File: src/hdl/ircg_pkg.sv
package ircg_pkg;

  // ----------------------------------------
  // Register map, byte addresses
  // ----------------------------------------
  localparam int ADDR_W = 6;
  localparam logic [5:0] OFS_CTRL = 6'h00;
  localparam logic [5:0] OFS_LOW_CMP = 6'h04;
  localparam logic [5:0] OFS_HIGH_CMP = 6'h08;
  localparam logic [5:0] OFS_CARRIER = 6'h0c;
  localparam logic [5:0] OFS_PC_SEL = 6'h10;
  localparam logic [5:0] OFS_PC_CMP = 6'h14;
  localparam logic [5:0] OFS_STATUS = 6'h18;
  localparam logic [5:0] OFS_IRQ_EN = 6'h1c;
  localparam logic [5:0] OFS_IRQ_CLR = 6'h20;
  localparam logic [5:0] OFS_COUNT = 6'h24;

  // ----------------------------------------
  // Field positions
  // ----------------------------------------
  localparam int CTRL_CTE = 0;
  localparam int CTRL_PTE = 1;
  localparam int CTRL_RMT = 2;
  localparam int CARR_BUF = 0;
  localparam int CARR_MST = 1;
  localparam int IRQ_CARR = 0;
  localparam int IRQ_PC = 1;
  localparam int IRQ_W = 2;

  // ----------------------------------------
  // Reset values and codes
  // ----------------------------------------
  localparam logic [7:0] CMP_RST = 8'h01;
  localparam logic [2:0] PCSEL_RST = 3'h0;
  localparam logic [2:0] PCSEL_CARRIER = 3'h7;
  localparam logic [1:0] AGE_MIN = 2'h3;
  localparam logic [1:0] RESP_OKAY = 2'h0;
  localparam logic [1:0] RESP_SLVERR = 2'h2;

endpackage

File: src/hdl/ircg_top.sv
// Chosen here: the register offsets and register access over AXI4-Lite.
`timescale 1ns/100ps
module ircg_top
  import ircg_pkg::*;
(
  input wire logic clock,
  input wire logic sys_rst,
  input wire logic [ADDR_W-1:0] s_axi_awaddr,
  input wire logic s_axi_awvalid,
  output logic s_axi_awready,
  input wire logic [31:0] s_axi_wdata,
  input wire logic [3:0] s_axi_wstrb,
  input wire logic s_axi_wvalid,
  output logic s_axi_wready,
  output logic [1:0] s_axi_bresp,
  output logic s_axi_bvalid,
  input wire logic s_axi_bready,
  input wire logic [ADDR_W-1:0] s_axi_araddr,
  input wire logic s_axi_arvalid,
  output logic s_axi_arready,
  output logic [31:0] s_axi_rdata,
  output logic [1:0] s_axi_rresp,
  output logic s_axi_rvalid,
  input wire logic s_axi_rready,
  output logic irq,
  output logic carrier_out_pin
);

  // ----------------------------------------
  // Declarations
  // ----------------------------------------
  logic aw_held_q, w_held_q, wstrb0_q;
  logic [ADDR_W-1:0] awaddr_q;
  logic [7:0] wdata_q;
  logic bvalid_q, rvalid_q;
  logic [1:0] bresp_q, rresp_q;
  logic [31:0] rdata_q;
  logic wr_fire, wr_hit, wr_byte;
  logic carrier_timer_enable_q, pulse_count_timer_enable_q, remote_output_enable_q;
  logic [7:0] low_width_compare_q, high_wr_q, high_act_q;
  logic high_pend_q;
  logic [1:0] high_age_q;
  logic carrier_enable_buffer_q, carrier_enable_master_q;
  logic [2:0] pulse_count_clock_select_q;
  logic [7:0] pulse_count_compare_q;
  logic [IRQ_W-1:0] status_q, irq_en_q, status_set;
  logic [7:0] cnt_q, cmp_val;
  logic sel_high_q, carrier_q, gate_q, out_q;
  logic carrier_timer_match_irq, high_match, high_apply;
  logic carrier_d, gate_d;
  logic pulse_count_match_irq, synced_transfer_strobe;
  logic [7:0] pulse_count_counter;
  logic [31:0] rdata_d;
  logic rd_hit;

  // ----------------------------------------
  // AXI4-Lite write channel
  // ----------------------------------------

  // Address and data are taken in either order and held until the response.
  assign s_axi_awready = ~aw_held_q & ~bvalid_q;
  assign s_axi_wready = ~w_held_q & ~bvalid_q;
  assign wr_fire = aw_held_q & w_held_q & ~bvalid_q;
  assign wr_byte = wr_fire & wstrb0_q;

  // Capture of the write address and data.
  always_ff @(posedge clock) begin
    if (sys_rst) begin
      aw_held_q <= 1'b0;
      w_held_q <= 1'b0;
      awaddr_q <= '0;
      wdata_q <= '0;
      wstrb0_q <= 1'b0;
    end else begin
      if (s_axi_awvalid && s_axi_awready) begin
        aw_held_q <= 1'b1;
        awaddr_q <= s_axi_awaddr;
      end else if (wr_fire) begin
        aw_held_q <= 1'b0;
      end
      if (s_axi_wvalid && s_axi_wready) begin
        w_held_q <= 1'b1;
        wdata_q <= s_axi_wdata[7:0];
        wstrb0_q <= s_axi_wstrb[0];
      end else if (wr_fire) begin
        w_held_q <= 1'b0;
      end
    end
  end

  // Decodes whether the write address names a register.
  always_comb begin
    unique case ({awaddr_q[ADDR_W-1:2], 2'b00})
      OFS_CTRL, OFS_LOW_CMP, OFS_HIGH_CMP, OFS_CARRIER, OFS_PC_SEL,
      OFS_PC_CMP, OFS_STATUS, OFS_IRQ_EN, OFS_IRQ_CLR, OFS_COUNT: wr_hit = 1'b1;
      default: wr_hit = 1'b0;
    endcase
  end

  // Write response, an error for an unmapped address.
  always_ff @(posedge clock) begin
    if (sys_rst) begin
      bvalid_q <= 1'b0;
      bresp_q <= RESP_OKAY;
    end else if (wr_fire) begin
      bvalid_q <= 1'b1;
      bresp_q <= wr_hit ? RESP_OKAY : RESP_SLVERR;
    end else if (s_axi_bready) begin
      bvalid_q <= 1'b0;
    end
  end

  assign s_axi_bvalid = bvalid_q;
  assign s_axi_bresp = bresp_q;

  // ----------------------------------------
  // Software registers
  // ----------------------------------------

  // Control bits and the compare registers that are applied at once.
  always_ff @(posedge clock) begin
    if (sys_rst) begin
      carrier_timer_enable_q <= 1'b0;
      pulse_count_timer_enable_q <= 1'b0;
      remote_output_enable_q <= 1'b0;
      low_width_compare_q <= CMP_RST;
      pulse_count_clock_select_q <= PCSEL_RST;
      pulse_count_compare_q <= CMP_RST;
      carrier_enable_buffer_q <= 1'b0;
      irq_en_q <= '0;
    end else if (wr_byte) begin
      unique case (awaddr_q)
        OFS_CTRL: begin
          carrier_timer_enable_q <= wdata_q[CTRL_CTE];
          pulse_count_timer_enable_q <= wdata_q[CTRL_PTE];
          remote_output_enable_q <= wdata_q[CTRL_RMT];
        end
        OFS_LOW_CMP: low_width_compare_q <= wdata_q; // Must not change while running.
        OFS_PC_SEL: pulse_count_clock_select_q <= wdata_q[2:0];
        OFS_PC_CMP: pulse_count_compare_q <= wdata_q;
        OFS_CARRIER: carrier_enable_buffer_q <= wdata_q[CARR_BUF];
        OFS_IRQ_EN: irq_en_q <= wdata_q[IRQ_W-1:0];
        default: ;
      endcase
    end
  end

  // The high compare is latched and moved to the active copy on a safe match.
  assign high_match = carrier_timer_match_irq & sel_high_q;
  assign high_apply = high_pend_q &
    (~carrier_timer_enable_q | (high_match & (high_age_q == AGE_MIN)));

  // Pending high compare value and its age in count clocks.
  always_ff @(posedge clock) begin
    if (sys_rst) begin
      high_wr_q <= CMP_RST;
      high_act_q <= CMP_RST;
      high_pend_q <= 1'b0;
      high_age_q <= '0;
    end else if (wr_byte && awaddr_q == OFS_HIGH_CMP) begin
      high_wr_q <= wdata_q;
      high_pend_q <= 1'b1;
      high_age_q <= '0;
    end else begin
      if (high_pend_q && high_age_q != AGE_MIN) begin
        high_age_q <= high_age_q + 2'h1;
      end
      if (high_apply) begin
        high_act_q <= high_wr_q;
        high_pend_q <= 1'b0;
      end
    end
  end

  // ----------------------------------------
  // Carrier timer
  // ----------------------------------------

  // The active compare alternates between the low and high widths.
  assign cmp_val = sel_high_q ? high_act_q : low_width_compare_q;
  assign carrier_timer_match_irq = carrier_timer_enable_q & (cnt_q == cmp_val);

  // Counter runs only while enabled and restarts from zero on each match.
  always_ff @(posedge clock) begin
    if (sys_rst || !carrier_timer_enable_q) begin
      cnt_q <= '0;
      sel_high_q <= 1'b0;
    end else if (carrier_timer_match_irq) begin
      cnt_q <= '0;
      sel_high_q <= ~sel_high_q;
    end else begin
      cnt_q <= cnt_q + 8'h01;
    end
  end

  // Carrier is low by default and inverts on every compare match.
  always_comb begin
    if (!carrier_timer_enable_q) begin
      carrier_d = 1'b0;
    end else if (carrier_timer_match_irq) begin
      carrier_d = ~carrier_q;
    end else begin
      carrier_d = carrier_q;
    end
  end

  // The gate takes the master on a carrier rise, closes while the carrier is low and the master clear, or at once when remote output or timer is disabled.
  always_comb begin
    if (!remote_output_enable_q || !carrier_timer_enable_q) begin
      gate_d = 1'b0;
    end else if (carrier_d && !carrier_q) begin
      gate_d = carrier_enable_master_q;
    end else if (!carrier_d) begin
      gate_d = gate_q & carrier_enable_master_q;
    end else begin
      gate_d = gate_q;
    end
  end

  // Carrier, gate and the registered output pin.
  always_ff @(posedge clock) begin
    if (sys_rst) begin
      carrier_q <= 1'b0;
      gate_q <= 1'b0;
      out_q <= 1'b0;
    end else begin
      carrier_q <= carrier_d;
      gate_q <= gate_d;
      out_q <= carrier_d & gate_d;
    end
  end

  assign carrier_out_pin = out_q;

  // ----------------------------------------
  // Pulse-count timer and transfer strobe
  // ----------------------------------------

  // Counts carrier cycles, emitted or gated, when its clock select names the carrier.
  ircg_pulse_timer #(
    .CNT_W(8)
  ) u_pulse_timer (
    .clock(clock),
    .sys_rst(sys_rst),
    .enable(pulse_count_timer_enable_q),
    .clock_select(pulse_count_clock_select_q),
    .compare(pulse_count_compare_q),
    .carrier_rise(carrier_d & ~carrier_q),
    .count_q(pulse_count_counter),
    .match_q(pulse_count_match_irq)
  );

  // Turns the match into the internal strobe on the count clock.
  ircg_strobe_sync u_strobe_sync (
    .clock(clock),
    .sys_rst(sys_rst),
    .event_in(pulse_count_match_irq),
    .strobe_q(synced_transfer_strobe)
  );

  // Master enable follows the buffer one clock after the strobe rises.
  always_ff @(posedge clock) begin
    if (sys_rst) begin
      carrier_enable_master_q <= 1'b0;
    end else if (synced_transfer_strobe) begin
      carrier_enable_master_q <= carrier_enable_buffer_q;
    end
  end

  // ----------------------------------------
  // Interrupt status
  // ----------------------------------------

  // A new event wins over a clear in the same cycle; the strobe raises nothing.
  assign status_set = {pulse_count_match_irq, carrier_timer_match_irq};

  always_ff @(posedge clock) begin
    if (sys_rst) begin
      status_q <= '0;
    end else if (wr_byte && awaddr_q == OFS_IRQ_CLR) begin
      status_q <= (status_q & ~wdata_q[IRQ_W-1:0]) | status_set;
    end else begin
      status_q <= status_q | status_set;
    end
  end

  assign irq = |(status_q & irq_en_q);

  // ----------------------------------------
  // AXI4-Lite read channel
  // ----------------------------------------

  assign s_axi_arready = ~rvalid_q;

  // Read data selection; write-only and unmapped words read zero.
  always_comb begin
    rdata_d = '0;
    rd_hit = 1'b1;
    unique case ({s_axi_araddr[ADDR_W-1:2], 2'b00})
      OFS_CTRL: begin
        rdata_d[CTRL_CTE] = carrier_timer_enable_q;
        rdata_d[CTRL_PTE] = pulse_count_timer_enable_q;
        rdata_d[CTRL_RMT] = remote_output_enable_q;
      end
      OFS_LOW_CMP: rdata_d[7:0] = low_width_compare_q;
      OFS_HIGH_CMP: rdata_d[7:0] = high_wr_q;
      OFS_CARRIER: begin
        rdata_d[CARR_BUF] = carrier_enable_buffer_q;
        rdata_d[CARR_MST] = carrier_enable_master_q;
      end
      OFS_PC_SEL: rdata_d[2:0] = pulse_count_clock_select_q;
      OFS_PC_CMP: rdata_d[7:0] = pulse_count_compare_q;
      OFS_STATUS: rdata_d[IRQ_W-1:0] = status_q;
      OFS_IRQ_EN: rdata_d[IRQ_W-1:0] = irq_en_q;
      OFS_IRQ_CLR: ;
      OFS_COUNT: rdata_d[15:0] = {pulse_count_counter, cnt_q};
      default: rd_hit = 1'b0;
    endcase
  end

  // Read response register.
  always_ff @(posedge clock) begin
    if (sys_rst) begin
      rvalid_q <= 1'b0;
      rdata_q <= '0;
      rresp_q <= RESP_OKAY;
    end else if (s_axi_arvalid && s_axi_arready) begin
      rvalid_q <= 1'b1;
      rdata_q <= rdata_d;
      rresp_q <= rd_hit ? RESP_OKAY : RESP_SLVERR;
    end else if (s_axi_rready) begin
      rvalid_q <= 1'b0;
    end
  end

  assign s_axi_rvalid = rvalid_q;
  assign s_axi_rdata = rdata_q;
  assign s_axi_rresp = rresp_q;
endmodule

File: src/hdl/ircg_strobe_sync.sv
`timescale 1ns/100ps
module ircg_strobe_sync
  import ircg_pkg::*;
(
  input wire logic clock,
  input wire logic sys_rst,
  input wire logic event_in,
  output logic strobe_q
);

  logic prev_q;

  // Registers the event on the count clock and keeps only its rising edge.
  always_ff @(posedge clock) begin
    if (sys_rst) begin
      prev_q <= 1'b0;
      strobe_q <= 1'b0;
    end else begin
      prev_q <= event_in;
      strobe_q <= event_in & ~prev_q;
    end
  end

endmodule

File: src/hdl/ircg_pulse_timer.sv
`timescale 1ns/100ps
module ircg_pulse_timer
  import ircg_pkg::*;
#(
  parameter int CNT_W = 8
)
(
  input wire logic clock,
  input wire logic sys_rst,
  input wire logic enable,
  input wire logic [2:0] clock_select,
  input wire logic [CNT_W-1:0] compare,
  input wire logic carrier_rise,
  output logic [CNT_W-1:0] count_q,
  output logic match_q
);

  logic tick;

  // The carrier code counts carrier cycles, emitted or gated, any other code every clock.
  assign tick = (clock_select == PCSEL_CARRIER) ? carrier_rise : 1'b1;

  // Counter clears on match, so a compare of K spans K+1 ticks.
  always_ff @(posedge clock) begin
    if (sys_rst || !enable) begin
      count_q <= '0;
      match_q <= 1'b0;
    end else begin
      match_q <= 1'b0;
      if (tick) begin
        if (count_q == compare) begin
          count_q <= '0;
          match_q <= 1'b1;
        end else begin
          count_q <= count_q + 1'b1;
        end
      end
    end
  end

endmodule

File: config.mk
export PLATFORM = sky130hd
export DESIGN_NAME = ircg_top
export DESIGN_NICKNAME = d
export VERILOG_FILES = /design/src/hdl/ircg_pkg.sv /design/src/hdl/ircg_top.sv /design/src/hdl/ircg_strobe_sync.sv /design/src/hdl/ircg_pulse_timer.sv
export SDC_FILE = /design/constraint.sdc
export NUM_CORES = 1
export LEC_CHECK = 0
export ABC_AREA = 1
export CORE_UTILIZATION = 50
export CTS_BUF_LIST = sky130_fd_sc_hd__clkbuf_8
export DETAILED_ROUTE_END_ITERATION = 10
export DONT_BUFFER_PORTS = 1
export GPL_ROUTABILITY_DRIVEN = 0
export PLACE_DENSITY = 0.77
export SYNTH_ARGS = -nofsm -noshare
export SYNTH_HDL_FRONTEND = slang
export SYNTH_HIERARCHICAL = 1
export SYNTH_SLANG_ARGS = --single-unit
export TNS_END_PERCENT = 20
File: constraint.sdc
create_clock -name clock -period 3.4 [get_ports clock]
set_input_delay 0.51 -clock clock [delete_from_list [all_inputs] [get_ports clock]]
set_output_delay 0.51 -clock clock [all_outputs]
set_load 0.005 [all_outputs]
Yosys cells after proc, flatten, opt, wreduce, memory -nomap -nowiden
Cells that the tools add are included.

operators by class
  add/subtract/negate cells = 3
  eq/ne operators = 30
  multiplexer cells = 27
  bitwise logic cells = 29
  reductions and logical operators = 35

operators with widths
  kind                   count
  $eq A4 B3 Y1 const B   8
  $mux W8                3
  $pmux W5 S4            1
  $reduce_or A10 Y1      2
  $eq A6 B5 Y1 const B   3
  $mux W1                18
  $pmux W2 S9            1
  $add A8 B1 Y8 const B  2
  $eq A4 B2 Y1 const B   4
  $eq A4 B4 Y1 const B   4
  $eq A8 B8 Y1           2
  $reduce_and A2 Y1      7
  $and A1 B1 Y1          13
  $eq A6 B4 Y1 const B   2
  $not A1 Y1             10
  $reduce_bool A2 Y1     5
  $eq A4 B1 Y1 const B   2
  $logic_not A4 Y1       2
  $reduce_or A2 Y1       4
  $logic_and A1 B1 Y1    7
  $eq A6 B3 Y1 const B   1
  $eq A6 B6 Y1 const B   1
  $logic_not A6 Y1       1
  $mux W2                3
  11 further kinds       18

word-level totals
  register bits = 109
  logic and storage cells = 157

Depth between registers and ports, before layout
Gate-level depths: netlist of run 1.

  word-level depth = 9
  mapped depth = 20
  mapped depth without buffers = 19

Hierarchy
Netlist of run 1, hierarchy kept.

modules (own cells, without submodules)
  module            instances  cells an instance  area an instance (µm²)
  ircg_top          1          598                4388.0
  ircg_pulse_timer  1          80                 600.6
  ircg_strobe_sync  1          6                  60.1

Worst setup path before layout of run 1
No wires, ideal clock.

  kind = register to register
  start = register sel_high_q
  end = register u_pulse_timer.count_q[6]
  data arrival time = 1.873 ns
  data required time = 3.285 ns
  setup slack = 1.412 ns
  stages on the path, launching flop included = 19
  path buffers = 1
  cells stage by stage = dfxtp_1 > buf_6 > nand2_1 > nand3_1 > nand2_1 > nor2_1 > nand2_1 > nor2_2 > nand2_1 > inv_1 > nand3_1 > inv_1 > inv_1 > nand4_4 > nand2_1 > nor2_1 > nand3_2 > nand2_4 > nor2_1

between the ends
  cells in the longest elaborated chain, start to end = 7

RTL lines
  item                    line                    text
  from (decl)             ircg_top.sv:48          logic sel_high_q, carrier_q, gate_q, out_q;
  from (signal assigned)  ircg_top.sv:190         sel_high_q <= ~sel_high_q;
  $mux W8                 ircg_top.sv:180         assign cmp_val = sel_high_q ? high_act_q : low_width_compare_q;
  $eq A8 B8 Y1            ircg_top.sv:181         assign carrier_timer_match_irq = carrier_timer_enable_q & (cnt_q == cmp_val);
  $and A1 B1 Y1           ircg_top.sv:181
  $mux W1                 ircg_top.sv:200         end else if (carrier_timer_match_irq) begin
  $mux W1                 ircg_top.sv:198         if (!carrier_timer_enable_q) begin
  $and A1 B1 Y1           ircg_top.sv:248         .carrier_rise(carrier_d & ~carrier_q),
  $mux W1                 ircg_pulse_timer.sv:21  assign tick = (clock_select == PCSEL_CARRIER) ? carrier_rise : 1'b1;
  to (signal assigned)    ircg_pulse_timer.sv:35  count_q <= count_q + 1'b1;
  to (decl)               ircg_pulse_timer.sv:14  output logic [CNT_W-1:0] count_q,

Every way passes these cells.
A chain may end at the register's enable or synchronous reset.

Worst setup path in the final report of run 1
Ends and elaborated chain as after synthesis.

==> results of run 1 <==
[area by class of cell]
type	count	area share (%)
Clock buffer	9	2.37
Tap cell	133	3.19
Inverter	91	6.55
Sequential cell	107	41.1
Clock inverter	7	0.864
Timing Repair Buffer	3	0.432
Multi-Input combinational cell	462	45.5
[worst paths after layout]
path / to / cells past startpoint / slack [ns]
worst max-delay path: u_pulse_timer/count_q[6]$_SDFFE_PP0P_ / 17 / 0.76
worst min-delay path: s_axi_bvalid$_SDFFE_PP0P_ / 1 / 0.19
worst max register to register: u_pulse_timer/count_q[6]$_SDFFE_PP0P_ / 17 / 0.76
worst min register to register: u_strobe_sync/strobe_q$_SDFF_PP0_ / 1 / 0.40
[state kept, by name (all words and copies together) (netlist names), 2 cells and up]
| name | count |
|---|---|
| awaddr_q | 6 |
| cnt_q | 8 |
| high_act_q | 8 |
| high_age_q | 2 |
| high_wr_q | 8 |
| irq_en_q | 2 |
| low_width_compare_q | 8 |
| pulse_count_clock_select_q | 3 |
| pulse_count_compare_q | 8 |
| s_axi_rdata | 16 |
| status_q | 2 |
| u_pulse_timer/count_q | 8 |
| wdata_q | 8 |
[power by group]
| group | total [mW] | switching [mW] | internal, mW |
|---|---|---|---|
| Sequential | 1.31 | 0.0228 | 1.28 |
| Clock | 0.696 | 0.432 | 0.264 |
| Combinational | 0.132 | 0.0990 | 0.0331 |
[through the flow]
stage | cell area, um^2 | hold WS, ns | cells
floorplan | 5110 | 0.382 | 701
global placement | 5050 | 0.384 | 796
detailed placement | 5050 | 0.391 | 796
CTS | 5220 | 0.176 | 812
global route | 5220 | 0.165 | 812
finish | 5220 | 0.194 | 812
[cells in the final DEF (no fill, tap or decap), types with 2 or more instances in the layout]
cell          n
buf_4         3
nor3b_1       2
a211oi_1     22
nor2_2       17
o221ai_1      2
o21ai_0      55
o211ai_1      2
xor2_1       12
inv_2         3
nand3_1      51
nor2_1       65
nor3_1        6
ha_1          3
nor2_4        2
nand4_1       2
clkinvlp_4    2
clkbuf_8      9
inv_1        90
conb_1       18
nand2_2       4
a21oi_1      52
nand2_1     120
xnor2_1       3
nor4_1        2
o22ai_1       3
nand2_4       4
dfxtp_1     107
[cells by family (layout without fill, tap and decap cells)]
kind of cell,after synthesis,after routing
and+or+nand+nor,281,281
DFF,107,107
xor gates and xnor gates,15,15
adders and majority gates,3,3
muxes,1,1
other,1,18
AOI/OAI and AO/OA,144,144
buffers and inverters,132,110
[synth_stat cells (all sizes together), types with 3 or more instances]
library cell	n	area share, %
nand3	53	5.6
nor2	84	7.4
nor3	6	0.59
xor2	12	2.1
nand2	128	10
clkbuf	13	0.97
buf	28	4.1
a21oi	52	5.2
ha	3	0.74
inv	91	6.8
nand4	4	0.92
a211oi	22	3.3
o21ai	56	5.6
nor4	3	0.67
dfxtp	107	42
o22ai	3	0.37
xnor2	3	0.52
[layer usage]
layer  global-route usage [%]  share of wire, %
met2                     38.4                47
met1                     30.3                45
met3                     4.86               5.6
met4                     8.90               2.2
met5                        0                 0
[critical path: stages (launching register included)]
cell,delay (ns)
dfxtp_1,0.61
inv_2,0.22
nand2_4,0.10
nand3b_1,0.07
nand2_1,0.11
nand3_1,0.09
nor2_2,0.13
nand2_1,0.17
inv_1,0.11
nand3_1,0.10
inv_1,0.11
inv_1,0.07
nand4_4,0.14
nand2_1,0.08
nor2_1,0.12
nand3_2,0.13
nand2_4,0.15
nor2_1,0.05
==> summary.json, run 1 <==
{
  "synthArstFlopShare_pct": 0,
  "dominant_combinational_cell_family_by_area_after_synthesis": "simple AND/OR/NAND/NOR gates",
  "outcome": "completed",
  "grt_max_degree": 42,
  "cap_viol_max_count": 0,
  "drt_first_pass_iters": 5,
  "io_pins": 98,
  "gr-total-overflow": 0,
  "clock_tree_from_tritoncts": "built",
  "floorplan.initialDensity_pct": 51.7,
  "static-leakage-power_nw": 2.02,
  "vias": 4307,
  "power_density_nw_per_um2": 409,
  "syn_area_um2": 5050,
  "sequential_area_um2": 2140,
  "die_w_um": 102,
  "cts_made_buffers": 9,
  "tns_ns": 0,
  "track_usage_pct": 23.4,
  "place.detailed.hpwl_um": 8440,
  "criticalPathCategory": "flip-flop to flip-flop",
  "worstHoldPathType": "input port to flip-flop",
  "rsz0062_at_grt": "no",
  "die_area_um2": 10500,
  "routed_via_density": 5.30,
  "final_max_slew_viol_count": 0,
  "final_hold_viol_count": 0,
  "layout.filler_cells": 948,
  "setup.worst_path.start": "sel_high_q$_SDFFE_PP0P_",
  "timing_worst_slew_pin_value_ns": 0.956,
  "postCtsSetupBuffers": 0,
  "totalPowerFinal_mw": 2.13,
  "critical_path.startpoint_type": "flip-flop",
  "finalWorstSetupSlack_ns": 0.763,
  "synthXorXnorAreaFrac_pct": 2.60,
  "count_of_cells_resized_by_post_cts_repair": 0,
  "clk_latency_ns": 0.37,
  "synth_cells": 684,
  "synth_simple_gate_area_share_pct": 25.9,
  "postLayoutCoreUtil_pct": 53.4,
  "finalNetCount": 732,
  "r2r-start": "sel_high_q$_SDFFE_PP0P_",
  "worstPathArrival_ns": 2.92,
  "fin_crit_sh_pct": 77.6,
  "report.final.setup_viol": 0,
  "worstPathRequired_ns": 3.68,
  "drc": 0,
  "path_clk_slew_ns": 0.11,
  "clockBufferDepth": 2,
  "via_count_of_the_first_global_routing_pass": 3947,
  "synth_area_per_cell_um2": 7.38,
  "numClockSinks": 107,
  "ant_nets": 0,
  "synth_fa_ha_area_share_pct": 0.743,
  "vdd.ir_drop.worst_mv": 0.252,
  "yosys_warnings": 6,
  "num_rows": 36,
  "critical_path.endpoint_type": "flip-flop",
  "htreeDepth": 3,
  "io_buffers": 0,
  "drt_first_iter_violations": 241,
  "portion_of_the_post_synthesis_area_used_by_sequential_elements_pct": 42.4,
  "coreArea_um2": 9770,
  "synth_enable_flop_cells": 0,
  "place_ws_ns": 0.844,
  "clock-root-buffer": "clkbuf_8",
  "post_cts_hold_buffer_count": 0,
  "startpoint_of_the_lowest_slack_hold_path": "sys_rst",
  "worstPathMaxFanout": 13,
  "flow.area_growth_from_synthesis_pct": 3.32,
  "die_h_um": 102,
  "fmax_mhz": 379,
  "post_route_cells_drive_above_1_share_pct": 7.66,
  "grt_antenna_before_repair": 0,
  "yosys-mux-area-fraction_pct": 0.198,
  "fin_crit_ns": 2.64,
  "slew_headroom_pct": 36.2,
  "synth-compound-area-share_pct": 16.2,
  "multi_input_area_um2": 2370,
  "timing.clock.skew_ns": 0.0124,
  "synthFlopType": "dfxtp_1",
  "netlist-cell-type-count": 44,
  "n_antenna_cell": 0,
  "wl_um": 11300,
  "seq_cells_post_synth": 107,
  "grt_pass1_wl_um": 18700,
  "routed_len_inst_um": 13.9
}
No activity file was read; power rests on OpenSTA's default activity.
==> run 2, diff against run 1 <==
==> constraint.sdc (replaced) <==
create_clock -name clock -period 2.55 [get_ports clock]
set_input_delay 0.3825 -clock clock [delete_from_list [all_inputs] [get_ports clock]]
set_output_delay 0.3825 -clock clock [all_outputs]
set_load 0.005 [all_outputs]
==> run 2 against run 1 <==
Via count grew 0.88%. Cell area increased by 2.3%. Largest cell class unchanged. Clock skew shrank 0.00091 ns. Flip-flop and latch count is the same. Cell count up 0.99%. Register-to-register slack worse by 0.44 ns.
==> summary.json, run 2 (synthesis results as in run 1) <==
{
  "outcome": "completed",
  "number_of_cell_instances_on_the_worst_register_to_register_path": 19,
  "post_route_cells_drive_above_1_share_pct": 9.17,
  "htreeDepth": 3,
  "routed_len_inst_um": 14.3,
  "slowest_delay_ns": 0.43,
  "hold-worst-slack_ns": 0.0696,
  "flow.area_growth_from_synthesis_pct": 5.72,
  "fin_crit_sh_pct": 87.2,
  "critical_path.endpoint_type": "flip-flop",
  "final_hold_viol_count": 0,
  "numClockSinks": 107,
  "power_density_nw_per_um2": 578,
  "via_count_of_the_first_global_routing_pass": 4087,
  "clock_tree_from_tritoncts": "built",
  "finalNetCount": 740,
  "grt_max_degree": 42,
  "worstPathMaxFanout": 7,
  "drt_first_pass_iters": 5,
  "critical_path.startpoint_type": "flip-flop",
  "die_h_um": 102,
  "power.share.clock_pct": 37.8,
  "drt_first_iter_violations": 264,
  "slew_headroom_pct": 49.7,
  "place_area_um2": 5110,
  "floorplan.initialDensity_pct": 51.7,
  "totalPowerFinal_mw": 3.09,
  "timing.clock.skew_ns": 0.0114,
  "place.detailed.hpwl_um": 8590,
  "worst_hold_path.num_cells": 1,
  "vdd.ir_drop.worst_mv": 0.298,
  "fin_crit_ns": 2.22,
  "tns_ns": 0,
  "cap_viol_max_count": 0,
  "clockBufferDepth": 2,
  "report.final.setup_viol": 0,
  "final_common_cell": "nand2_1",
  "power_switching_share_pct": 24.3,
  "cts_made_buffers": 9,
  "cpMaxStageDelayCell": "dfxtp_2",
  "final_max_slew_viol_count": 0,
  "fmax_mhz": 450,
  "routed_via_density": 5.30,
  "io_pins": 98,
  "post_cts_hold_buffer_count": 0,
  "vias": 4345,
  "grt_antenna_before_repair": 0,
  "drc": 0,
  "largest_reg_flops": 16,
  "layout.filler_cells": 956,
  "cp_top_family": "simple AND/OR/NAND/NOR gates",
  "die_w_um": 102,
  "criticalPathCategory": "flip-flop to flip-flop",
  "place_ws_ns": 0.284,
  "net_sw_power_mw": 0.749,
  "clk_latency_ns": 0.37,
  "finish.instance_area_um2": 5340,
  "gr-total-overflow": 0,
  "timing_worst_slew_pin_value_ns": 0.751,
  "io_buffers": 0,
  "cp_num_cells": 19,
  "static-leakage-power_nw": 2.08,
  "critPathMostFrequentCell": "nand2_1",
  "clock-root-buffer": "clkbuf_8",
  "path_clk_slew_ns": 0.10,
  "num_rows": 36,
  "worstHoldPathType": "input port to flip-flop",
  "wl_um": 11700,
  "rsz0062_at_grt": "no",
  "comb_power_share_pct": 5.8,
  "finalWorstSetupSlack_ns": 0.327,
  "coreArea_um2": 9770,
  "n_antenna_cell": 0,
  "die_area_um2": 10500,
  "worstPathBufferInverterCount": 5,
  "timing.critical_path.cells": "buf_4 -> nand2_1 -> nand3_1 -> nand2_1 -> nor2_1 -> nand2_1 -> nor2_2 -> nand2_1 -> inv_1 -> nand3_1 -> inv_1 -> inv_1 -> nand4_4 -> buf_4 -> nand2_4 -> nor2_4 -> nand3_1 -> nand2_1 -> nor2_2",
  "ant_nets": 0,
  "intPower_mw": 2.34,
  "worstPathRequired_ns": 2.83,
  "worstPathArrival_ns": 2.50,
  "pwr-share-seq_pct": 56.4,
  "layout.cells.most_common_list": "nand2_1 (120), dfxtp_1 (106), inv_1 (88)",
  "track_usage_pct": 23.9,
  "grt_pass1_wl_um": 19100
}
run 2: per-stage QoR:
step                cells  util (%)
floorplan             701         -
detailed placement    804      52.3
global placement      804      52.3
global route          820      54.6
finish                820      54.6
CTS                   820      54.6
run 2: final timing paths:
check / from / end / slack [ns]
max reg2reg: sel_high_q$_SDFFE_PP0P_ / u_pulse_timer/count_q[7]$_SDFFE_PP0P_ / 0.33
min: sys_rst / w_held_q$_SDFFE_PP0P_ / 0.07
max: sel_high_q$_SDFFE_PP0P_ / u_pulse_timer/count_q[7]$_SDFFE_PP0P_ / 0.33
min reg2reg: u_strobe_sync/prev_q$_SDFF_PP0_ / u_strobe_sync/strobe_q$_SDFF_PP0_ / 0.40
run 2: metal layers:
| metal | share of wire, % | track usage (%) |
|---|---|---|
| met1 | 44 | 30.1 |
| met2 | 48 | 39.6 |
| met3 | 5.5 | 3.90 |
| met4 | 3.0 | 11.3 |
| met5 | 0 | 0 |
run 2: layout make-up:
type                            instances  area (um^2)  area share (%)
Clock inverter                          6         88.8            1.66
Timing Repair Buffer                   11         82.6            1.55
Tap cell                              133          166            3.12
Sequential cell                       107         2140            40.2
Multi-Input combinational cell        462         2370            44.5
Inverter                               91          344            6.45
Clock buffer                           10          138            2.58
run 2: timing repair:
| action | CTS | global route |
|---|---|---|
| buffers inserted | 0 | 0 |
| endpoints found under the setup margin | 0 | 1 |
| resized for setup | 0 | 2 |
run 2: power groups by stage:
stage | logic, mW | registers, mW | clock network (mW)
4_1_cts | 0.178 | 1.74 | 1.18
3_5_place_dp | 0.177 | 1.78 | 0
2_1_floorplan | 0.164 | 1.77 | 0
5_1_grt | 0.207 | 1.75 | 1.25
3_3_place_gp | 0.172 | 1.78 | 0
6_report | 0.178 | 1.74 | 1.17
